<file path="config.mk">
export PLATFORM = sky130hd
export DESIGN_NAME = flexible_pack_power_mux_control
export DESIGN_NICKNAME = d
export VERILOG_FILES = /design/src/pack_mux_pkg.sv /design/src/flexible_pack_power_mux_control.sv
export SDC_FILE = /design/constraint.sdc
export NUM_CORES = 1
export LEC_CHECK = 0
export BUFFER_PORTS_ARGS = -buffer_cell sky130_fd_sc_hd__buf_2
export CAP_MARGIN = 20
export CORE_AREA = 5 5 123 125
export CTS_CLUSTER_DIAMETER = 120
export DETAILED_ROUTE_END_ITERATION = 8
export DIE_AREA = 0 0 128 130
export PLACE_DENSITY = 0.57
export SYNTH_ARGS = -nofsm -noshare
export SYNTH_HDL_FRONTEND = slang
export SYNTH_SLANG_ARGS = --single-unit
</file>
<file path="constraint.sdc">
create_clock -name core_clk -period 6.5 [get_ports core_clk]
set_clock_uncertainty 0.05 [all_clocks]
set_input_delay 0.65 -clock core_clk [delete_from_list [all_inputs] [get_ports core_clk]]
set_output_delay 0.65 -clock core_clk [all_outputs]
set_load 0.05 [all_outputs]
</file>
<file path="src/pack_mux_pkg.sv">
package pack_mux_pkg;
   // -----------------------------------------------------------------
   // register byte offsets
   // -----------------------------------------------------------------
   localparam logic [7:0] PACK_CFG_OFS = 8'h00;
   localparam logic [7:0] SCAN_CTRL_OFS = 8'h04;
   localparam logic [7:0] ALERT_STATUS_OFS = 8'h08;
   localparam logic [7:0] ALERT_MASK_OFS = 8'h0C;
   localparam logic [7:0] MUX_STATE_OFS = 8'h10;

   // -----------------------------------------------------------------
   // pack configuration field positions
   // -----------------------------------------------------------------
   localparam int TAP_A_LSB = 0;
   localparam int TAP_B_LSB = 4;
   localparam int BLOCK_TAP_LSB = 8;
   localparam int ENABLE_A_BIT = 12;
   localparam int ENABLE_B_BIT = 13;
   localparam int SCAN_DISCONNECT_BIT = 0;

   // status bits
   localparam int RESET_ALERT_BIT = 0;
   localparam int SUPPLY_FAULT_BIT = 1;
   localparam int SETTLE_DONE_BIT = 2;

   // -----------------------------------------------------------------
   // reset values and codes
   // -----------------------------------------------------------------
   localparam logic [3:0] TAP_OFF = 4'hF;
   localparam logic [3:0] TAP_MIN_VALID = 4'h8;
   localparam logic [3:0] BLOCK_PIN_CODE = 4'hF;
   localparam logic [15:0] PACK_CFG_RESET = 16'h3FFF;
   localparam logic [15:0] MASK_RESET = 16'h0000;
   localparam logic [1:0] RESP_OKAY = 2'b00;
   localparam logic [1:0] RESP_SLVERR = 2'b10;

   // -----------------------------------------------------------------
   // timing
   // -----------------------------------------------------------------
   localparam int CLK_MHZ = 50;
   localparam int SETTLE_US = 30;
   localparam int SETTLE_CYCLES = SETTLE_US * CLK_MHZ;
   localparam logic [10:0] SETTLE_LAST = 11'(SETTLE_CYCLES - 1);

   // applied configuration to the analog switches
   typedef struct packed {
      logic muxEnable;
      logic [3:0] supplyTap;
      logic [3:0] blockTap;
   } mux_ctrl_s;

   typedef enum logic [1:0] {
      SC_IDLE = 2'b00,
      SC_SETTLE = 2'b01,
      SC_CONVERT = 2'b11
   } scan_state_e;
endpackage

</file>
<file path="src/flexible_pack_power_mux_control.sv">
`timescale 1ns/1ns
// Overview of operation
// - after reset both pack mux enable bits read as one.
// - supply tap codes 0x0 to 0x7 and 0xF select the off position, also the reset value.
// - if the duplicated enables or taps disagree, the reset defaults are applied instead.
// - the block divider leaves its own pin only once taps are valid and enables set.
// - block tap picks the divider pin, 0xF is the block pin, codes 0x0 to 0x7 map to 0xF.
// - with valid taps, enables and scan disconnect set, the tap opens and 30 us pass before the top conversion.
// - scan disconnect acts only on alternate path acquisitions.
// - a supply power-on reset restores the enable bits to their reset state.
// - the supply mux fault flag rises when the enabled tap switch misbehaves.
// - the fault flag is held off after power-up until the reset alert is cleared.
// - all configuration, enable and alert registers are 16 bits wide.
module flexible_pack_power_mux_control
   import pack_mux_pkg::*;
(
   // clock and reset
   input wire logic core_clk,
   input wire logic rstn,
   // axi4-lite write channels
   input wire logic [7:0] s_axi_awaddr,
   input wire logic s_axi_awvalid,
   output logic s_axi_awready,
   input wire logic [31:0] s_axi_wdata,
   input wire logic [3:0] s_axi_wstrb,
   input wire logic s_axi_wvalid,
   output logic s_axi_wready,
   output logic [1:0] s_axi_bresp,
   output logic s_axi_bvalid,
   input wire logic s_axi_bready,
   // axi4-lite read channels
   input wire logic [7:0] s_axi_araddr,
   input wire logic s_axi_arvalid,
   output logic s_axi_arready,
   output logic [31:0] s_axi_rdata,
   output logic [1:0] s_axi_rresp,
   output logic s_axi_rvalid,
   input wire logic s_axi_rready,
   // acquisition sequencer
   input wire logic topConvRequest,
   input wire logic altPathSelect,
   output logic topConvGo,
   // analog switch control and feedback
   input wire logic supplyTapSwitchOk,
   output mux_ctrl_s muxCtrl,
   output logic supplyTapSwitchOpen,
   // interrupt
   output logic irq
);

   // -----------------------------------------------------------------
   // reset synchroniser
   // -----------------------------------------------------------------
   logic rstMeta;
   logic rstSync;

   // two stage release of the async reset
   // every other process resets from rstSync, not the pin
   always_ff @(posedge core_clk or negedge rstn) begin
      if (!rstn) begin
         rstMeta <= 1'b0;
         rstSync <= 1'b0;
      end else begin
         rstMeta <= 1'b1;
         rstSync <= rstMeta;
      end
   end

   // -----------------------------------------------------------------
   // helpers
   // -----------------------------------------------------------------
   // supply tap: low half and 0xF are off
   function automatic logic [3:0] mapSupplyTap(input logic [3:0] code);
      mapSupplyTap = (code < TAP_MIN_VALID) ? TAP_OFF : code;
   endfunction

   // block tap: low half maps to the block pin
   function automatic logic [3:0] mapBlockTap(input logic [3:0] code);
      mapBlockTap = (code < TAP_MIN_VALID) ? BLOCK_PIN_CODE : code;
   endfunction

   // byte lane merge into a 16-bit register
   // only the two low strobes matter, the upper half is unused
   function automatic logic [15:0] merge16(input logic [15:0] old, input logic [31:0] data,
                                           input logic [3:0] strb);
      merge16 = old;
      if (strb[0]) begin
         merge16[7:0] = data[7:0];
      end
      if (strb[1]) begin
         merge16[15:8] = data[15:8];
      end
   endfunction

   // -----------------------------------------------------------------
   // registers
   // -----------------------------------------------------------------
   logic [15:0] pack_configuration_reg;
   logic [15:0] scanCtrl;
   logic [15:0] alertMask;
   logic resetAlertFlag;
   logic supplyMuxFaultFlag;
   logic settleDoneFlag;
   scan_state_e scanState;
   scan_state_e next_scanState;
   logic [10:0] settleCount;

   // -----------------------------------------------------------------
   // axi4-lite write path
   // -----------------------------------------------------------------
   logic awHeld;
   logic wHeld;
   logic [7:0] awAddr;
   logic [31:0] wData;
   logic [3:0] wStrb;
   logic writeFire;

   // readies drop while a channel is held or a response waits
   assign s_axi_awready = !awHeld && !s_axi_bvalid;
   assign s_axi_wready = !wHeld && !s_axi_bvalid;
   assign writeFire = awHeld && wHeld && !s_axi_bvalid;

   // capture address and data in either order
   // each channel drops its ready once held, until the write executes
   always_ff @(posedge core_clk or negedge rstSync) begin
      if (!rstSync) begin
         awHeld <= 1'b0;
         wHeld <= 1'b0;
         awAddr <= 8'h00;
         wData <= 32'h0000_0000;
         wStrb <= 4'h0;
      end else begin
         if (s_axi_awvalid && s_axi_awready) begin
            awHeld <= 1'b1;
            awAddr <= s_axi_awaddr;
         end else if (writeFire) begin
            awHeld <= 1'b0;
         end
         if (s_axi_wvalid && s_axi_wready) begin
            wHeld <= 1'b1;
            wData <= s_axi_wdata;
            wStrb <= s_axi_wstrb;
         end else if (writeFire) begin
            wHeld <= 1'b0;
         end
      end
   end

   // write response
   // error response for unmapped or unaligned offsets
   always_ff @(posedge core_clk or negedge rstSync) begin
      if (!rstSync) begin
         s_axi_bvalid <= 1'b0;
         s_axi_bresp <= RESP_OKAY;
      end else if (writeFire) begin
         s_axi_bvalid <= 1'b1;
         s_axi_bresp <= (awAddr <= MUX_STATE_OFS && awAddr[1:0] == 2'b00) ? RESP_OKAY : RESP_SLVERR;
      end else if (s_axi_bready) begin
         s_axi_bvalid <= 1'b0;
      end
   end

   // configuration registers
   // unused bits are masked so they always read zero
   always_ff @(posedge core_clk or negedge rstSync) begin
      if (!rstSync) begin
         pack_configuration_reg <= PACK_CFG_RESET;
         scanCtrl <= 16'h0000;
         alertMask <= MASK_RESET;
      end else if (writeFire) begin
         unique case (awAddr)
            PACK_CFG_OFS: begin
               pack_configuration_reg <= merge16(pack_configuration_reg, wData, wStrb) & 16'h3FFF;
            end
            SCAN_CTRL_OFS: begin
               scanCtrl <= merge16(scanCtrl, wData, wStrb) & 16'h0001;
            end
            ALERT_MASK_OFS: begin
               alertMask <= merge16(alertMask, wData, wStrb) & 16'h0007;
            end
            default: begin
               // state word is read-only, status clears elsewhere
            end
         endcase
      end
   end

   // -----------------------------------------------------------------
   // applied mux configuration
   // -----------------------------------------------------------------
   logic enA;
   logic enB;
   logic [3:0] tapA;
   logic [3:0] tapB;
   logic cfgAgree;
   logic packActive;
   logic [3:0] appliedTap;

   // decode both copies, fall back to defaults when they differ
   assign enA = pack_configuration_reg[ENABLE_A_BIT];
   assign enB = pack_configuration_reg[ENABLE_B_BIT];
   assign tapA = mapSupplyTap(pack_configuration_reg[TAP_A_LSB +: 4]);
   assign tapB = mapSupplyTap(pack_configuration_reg[TAP_B_LSB +: 4]);
   assign cfgAgree = (enA == enB) && (tapA == tapB);
   assign appliedTap = cfgAgree ? tapA : TAP_OFF;
   assign packActive = cfgAgree && enA && (appliedTap != TAP_OFF);

   // switch drive from flops
   // tap opens only for the settle span, never in the go cycle
   always_ff @(posedge core_clk or negedge rstSync) begin
      if (!rstSync) begin
         muxCtrl <= '{muxEnable: 1'b1, supplyTap: TAP_OFF, blockTap: BLOCK_PIN_CODE};
         supplyTapSwitchOpen <= 1'b0;
      end else begin
         muxCtrl.muxEnable <= cfgAgree ? enA : 1'b1;
         muxCtrl.supplyTap <= appliedTap;
         muxCtrl.blockTap <= packActive ? mapBlockTap(pack_configuration_reg[BLOCK_TAP_LSB +: 4])
                                        : BLOCK_PIN_CODE;
         supplyTapSwitchOpen <= (next_scanState == SC_SETTLE);
      end
   end

   // -----------------------------------------------------------------
   // scan disconnect sequencer
   // -----------------------------------------------------------------
   // next state
   // requests outside idle are ignored
   always_comb begin
      next_scanState = scanState;
      unique case (scanState)
         SC_IDLE: begin
            if (topConvRequest) begin
               if (packActive && scanCtrl[SCAN_DISCONNECT_BIT] && altPathSelect) begin
                  next_scanState = SC_SETTLE;
               end else begin
                  next_scanState = SC_CONVERT;
               end
            end
         end
         SC_SETTLE: begin
            if (settleCount == SETTLE_LAST) begin
               next_scanState = SC_CONVERT;
            end
         end
         SC_CONVERT: begin
            next_scanState = SC_IDLE;
         end
         default: begin
            next_scanState = SC_IDLE;
         end
      endcase
   end

   // state and settle counter
   // counter runs 0 to SETTLE_LAST, so the tap stays open SETTLE_CYCLES
   always_ff @(posedge core_clk or negedge rstSync) begin
      if (!rstSync) begin
         scanState <= SC_IDLE;
         settleCount <= 11'd0;
      end else begin
         scanState <= next_scanState;
         settleCount <= (scanState == SC_SETTLE) ? settleCount + 11'd1 : 11'd0;
      end
   end

   // one-cycle go straight from the state register
   assign topConvGo = (scanState == SC_CONVERT);

   // -----------------------------------------------------------------
   // alert status
   // -----------------------------------------------------------------
   logic clrWrite;
   logic [15:0] clrBits;
   logic settleEvent;
   logic faultEvent;

   // write-one-to-clear strobes and set events
   assign clrWrite = writeFire && (awAddr == ALERT_STATUS_OFS);
   assign clrBits = clrWrite ? merge16(16'h0000, wData, wStrb) : 16'h0000;
   assign settleEvent = (scanState == SC_SETTLE) && (settleCount == SETTLE_LAST);
   // fault only while the tap is meant to conduct, gated by reset alert
   assign faultEvent = packActive && !supplyTapSwitchOpen && !supplyTapSwitchOk
                       && !resetAlertFlag;

   // sticky bits, set wins over write-one clear
   always_ff @(posedge core_clk or negedge rstSync) begin
      if (!rstSync) begin
         resetAlertFlag <= 1'b1;
         supplyMuxFaultFlag <= 1'b0;
         settleDoneFlag <= 1'b0;
      end else begin
         resetAlertFlag <= resetAlertFlag && !clrBits[RESET_ALERT_BIT];
         supplyMuxFaultFlag <= faultEvent || (supplyMuxFaultFlag && !clrBits[SUPPLY_FAULT_BIT]);
         settleDoneFlag <= settleEvent || (settleDoneFlag && !clrBits[SETTLE_DONE_BIT]);
      end
   end

   // status word and level interrupt
   logic [15:0] alertStatus;
   assign alertStatus = {13'd0, settleDoneFlag, supplyMuxFaultFlag, resetAlertFlag};
   assign irq = |(alertStatus & alertMask);

   // -----------------------------------------------------------------
   // axi4-lite read path
   // -----------------------------------------------------------------
   logic [15:0] readMux;
   logic readOk;

   // read decode
   // unmapped offsets answer with an error and zero data
   always_comb begin
      readMux = 16'h0000;
      readOk = 1'b1;
      unique case (s_axi_araddr)
         PACK_CFG_OFS: readMux = pack_configuration_reg;
         SCAN_CTRL_OFS: readMux = scanCtrl;
         ALERT_STATUS_OFS: readMux = alertStatus;
         ALERT_MASK_OFS: readMux = alertMask;
         MUX_STATE_OFS: readMux = {6'd0, scanState, muxCtrl.blockTap, muxCtrl.supplyTap};
         default: readOk = 1'b0;
      endcase
   end

   // one read in flight, address refused while data waits
   assign s_axi_arready = !s_axi_rvalid;

   // read data register
   always_ff @(posedge core_clk or negedge rstSync) begin
      if (!rstSync) begin
         s_axi_rvalid <= 1'b0;
         s_axi_rdata <= 32'h0000_0000;
         s_axi_rresp <= RESP_OKAY;
      end else if (s_axi_arvalid && s_axi_arready) begin
         s_axi_rvalid <= 1'b1;
         s_axi_rdata <= {16'h0000, readMux};
         s_axi_rresp <= readOk ? RESP_OKAY : RESP_SLVERR;
      end else if (s_axi_rready) begin
         s_axi_rvalid <= 1'b0;
      end
   end
endmodule

</file>
# Word level (Yosys, flattened, before mapping)
# Cells that the tools add are included.
# word_totals
register_bits	94
inputBits	62
wordCells	116
# classes
n_addsub	1
order_cmp	4
n_eq_ne	14
muxes	24
n_bitwise	1
reduce_logical	47
# op_table
op	count
14-bit one-hot mux with 5 select lines	1
8-bit by 4-bit == test with 1-bit output, second input constant	4
1-bit logical AND	21
4-bit two-way mux	5
8-bit by 3-bit == test with 1-bit output, second input constant	2
8-bit zero test	2
16-bit OR reduction	1
4-bit less-than comparator, second input constant	3
3-bit AND reduction	4
11-bit by 1-bit adder with 11-bit output, second input constant	1
11-bit == test, second input constant	1
11-bit two-way mux	1
1-bit zero test	10
2-bit two-way mux	5
1-bit two-way mux	9
8-bit by 5-bit == test with 1-bit output, second input constant	1
8-bit by 5-bit <= comparator with 1-bit output, second input constant	1
2-bit nonzero test	4
3-bit two-way mux	2
5-bit OR reduction	1
2-bit by 1-bit == test with 1-bit output, second input constant	2
4-bit == test	1
2-bit zero test	2
4-bit inequality test, second input constant	1
5 further kinds	6

# Depth between registers and ports, before layout
# depth
depth_word	13
mapped_depth	5

# Worst setup path before layout
# Ideal clock, no wire load.
# synth_timing
path_type	register to register
start	register s_axi_bvalid
end	register awAddr[0]
setup_ps	125
arrival_time_ps	2222
required_ps	6325
setup_slack_ps	4103
stages_incl_launch_ff	5
path_buffers	1
synth_period_minus_slack_ps	2397
cell_sequence	dfrtp_1 -> nor2_1 -> and2_1 -> clkbuf_1 -> mux2_2
# synth_between
elab_chain_cells	3
# synth_lines
item	line_no	text
from (decl)	flexible_pack_power_mux_control.sv:29	output logic s_axi_bvalid,
from (signal assigned)	flexible_pack_power_mux_control.sv:153	s_axi_bvalid <= 1'b0;
from (signal assigned)	flexible_pack_power_mux_control.sv:156	s_axi_bvalid <= 1'b1;
from (signal assigned)	flexible_pack_power_mux_control.sv:159	s_axi_bvalid <= 1'b0;
1-bit zero test	flexible_pack_power_mux_control.sv:119	assign s_axi_awready = !awHeld && !s_axi_bvalid;
1-bit logical AND	flexible_pack_power_mux_control.sv:119	
net s_axi_awready	flexible_pack_power_mux_control.sv:23	output logic s_axi_awready,
1-bit logical AND	flexible_pack_power_mux_control.sv:133	if (s_axi_awvalid && s_axi_awready) begin
to (signal assigned)	flexible_pack_power_mux_control.sv:135	awAddr <= s_axi_awaddr;
to (decl)	flexible_pack_power_mux_control.sv:113	logic [7:0] awAddr;
# The timed path passes the listed nets, and every way through them passes these cells.
# A chain may end at the register's enable or synchronous reset.

# Worst setup path in the final report
# layout_timing
start	register supplyMuxFaultFlag
end	output irq
# layout_between
elab_chain_cells	2
# layout_lines
item	line_no	text
from (decl)	flexible_pack_power_mux_control.sv:102	logic supplyMuxFaultFlag;
from (signal assigned)	flexible_pack_power_mux_control.sv:293	supplyMuxFaultFlag <= faultEvent || (supplyMuxFaultFlag && !clrBits[SUPPLY_FAULT_BIT]);
3-bit bitwise AND	flexible_pack_power_mux_control.sv:301	assign irq = |(alertStatus & alertMask);
16-bit OR reduction	flexible_pack_power_mux_control.sv:301	
to (decl)	flexible_pack_power_mux_control.sv:48	output logic irq
# No other way between the ends.

==> metrics.yaml <==
outcome: "complete, no violations"
numCtsBuffers: 9
synth-compound-area-share: 0.0698
drtAntennaViolNets: 0
fin_tns_setup_ps: 0
crit_chain: "a222oi_1 -> inv_1 -> buf_2"
portBuffers: 72
crit_required_ps: 5800
async_flop_share: 1.00
syn_inst: 336
vias: 2704
core.rowCount: 43
worstSetupPathType: "register to output port"
critPathTopFamily: "compound AO/OA/AOI/OAI gates"
tightest_slew_ps: 741
cts_root_buf: "clkbuf_16"
rsz0062_at_grt: "false"
hold_path_class: "primary input to async pin"
die_area_um2: 16600
min_period_ps: 2150
drt-vias-per-instance: 4.57
p_leak_nw: 2.20
slowest_delay_ps: 410
crit_cells: 3
critPathLaunchType: "register"
grt.met1_usage: 0.139
critical_path.max_fanout: 3
gp_congestion: 0.802
placed_cells_incl_taps: 575
worst-r2r-cell-count: 4
gr-usage-met3: 0.0430
grt_most_used_layer: "met2"
syn_area_um2: 4050
finalHoldViolCount: 0
ys_ff_latch: 88
critical_path_arrival_ps: 1450
track_usage: 0.110
area_delta_synth_final_pct: 19.0
globalRoute.totalOverflow: 0
clkLatencyLatePin_ps: 350
worst_path_max_delay_cell: "a222oi_1"
route.detailed.wl_per_inst_um: 15.0
synth_fa_ha_area_frac: 0.00309
drt-total-wl_um: 8890
drc: 0
synth-edff-count: 0
final_util: 0.350
slew_headroom: 0.506
initial_utilization: 0.294
avgSynthCellArea_um2: 12.1
synth_xor_area_frac: 0.0195
core_area_um2: 13800
diodes: 0
grt_first_pass_wirelength_um: 14200
yosysSeqAreaShare: 0.550
yosysUniqueCellTypes: 54
drt_iter0_drc: 87
h-tree-depth: 3
finalSetupViolCount: 0
io_pins: 115
antenna_found_initial: 1
fp.dieW_um: 128
die_y_um: 130
synth_top_family_by_area: "simple AND/OR/NAND/NOR gates"
post-route-period-util: 0.331
met2_usage: 0.174
grt_pass1_vias: 2633
power.total_mw: 1.78
grt_start_max_net_pins: 87
synth_warnings: 0
fillCellCount: 1390
cts_sinks: 88
cts_max_path_buffers: 2
cts_tree: "yes"
postCtsSetupBuffers: 0
cellPowerDensity_nw_per_um2: 370
maxClockFrequency_mhz: 464
crit_path_end_kind: "output port"
cap_violations: 0
path_buf_inv: 2
cts_resized: 0
ys.flop_type: "dfrtp_1"
dr.pass1.iters: 4
finalMaxSlewViolations: 0
irDropWorstVdd_mv: 0.201
cts-hold-fix-buffers: 0
instances_no_fill: 592
place_hpwl_um: 6600
drive_above_1_share: 0.398
fin_nets: 470
synth_simple_gate_area_frac: 0.153
path_clk_slew_ps: 70
synth.mux.area_fraction: 0.139
==> per-stage QoR <==
stage               area [µm²]  hold slack (ps)  setup slack (ps)
floorplan                 4130              281              3860
global placement          4490              290              4290
detailed placement        4490              290              4270
CTS                       4790             20.7              4260
global route              4820             19.3              4240
finish                    4820             34.6              4350
==> placed cells by master (no fill, tap or decap), drive strengths merged, types with 9 or more instances in the layout <==
cell	synthesis	final
o21ai	14	14
clkbuf	6	9
mux2	43	43
nand2	18	18
buf	28	73
inv	6	11
dfstp	22	22
nor2	25	25
conb	2	23
dfrtp	66	66
==> Yosys cell counts, drive strengths merged (5+ instances only) <==
master	instances	area share
dfrtp	66	0.41
mux2	43	0.12
buf	28	0.052
nor2	25	0.023
dfstp	22	0.14
nand2	18	0.017
o21ai	14	0.017
mux2i	8	0.020
nand4	8	0.012
nand3b	7	0.016
xor2	7	0.015
clkbuf	6	0.0056
inv	6	0.0056
nand3	6	0.0074
nor2b	6	0.0093
a21oi	5	0.0062
==> layer usage <==
metal / part of all wire / routed length, µm / vias to the layer above
met4: 0.014 / 125 / 2
li1: - / - / 1292
met3: 0.083 / 734 / 10
met5: 0.00079 / 7 / -
met2: 0.48 / 4260 / 80
met1: 0.42 / 3770 / 1320
==> final timing paths <==
path / start / endpoint / slack, ps
max: supplyMuxFaultFlag / irq / 4350
min: rstn / rstSync / 30
max reg2reg: awAddr[0] / pack_configuration_reg[4] / 4390
min reg2reg: rstSync / supplyTapSwitchOpen / 110
max in group asynchronous: rstSync / pack_configuration_reg[5] / 5640
min in group core_clk: rstMeta / rstSync / 300
==> power breakdown <==
| group | total [mW] | switching (mW) | leakage, nW | internal, mW |
|---|---|---|---|---|
| Clock | 0.540 | 0.233 | 0.149 | 0.306 |
| Sequential | 0.811 | 0.123 | 1.06 | 0.687 |
| Combinational | 0.433 | 0.256 | 0.996 | 0.177 |
| Total | 1.78 | 0.613 | 2.20 | 1.17 |
==> layout make-up <==
type                            instances  area, µm²  area share
Clock buffer                            9        225      0.0467
Timing Repair Buffer                   73        388      0.0804
Clock inverter                          7       83.8      0.0174
Inverter                                6       22.5     0.00467
Sequential cell                        88       2230       0.463
Multi-Input combinational cell        229       1640       0.341
Tap cell                              180        225      0.0467
==> cells by family after synthesis <==
kind of cell	Yosys count
DFF	88
buffers and inverters	40
adders and majority gates	1
other	2
xor gates and xnor gates	9
muxes	51
and+or+nand+nor	103
AOI/OAI and AO/OA	42
Power figures use the tool's default switching activity.
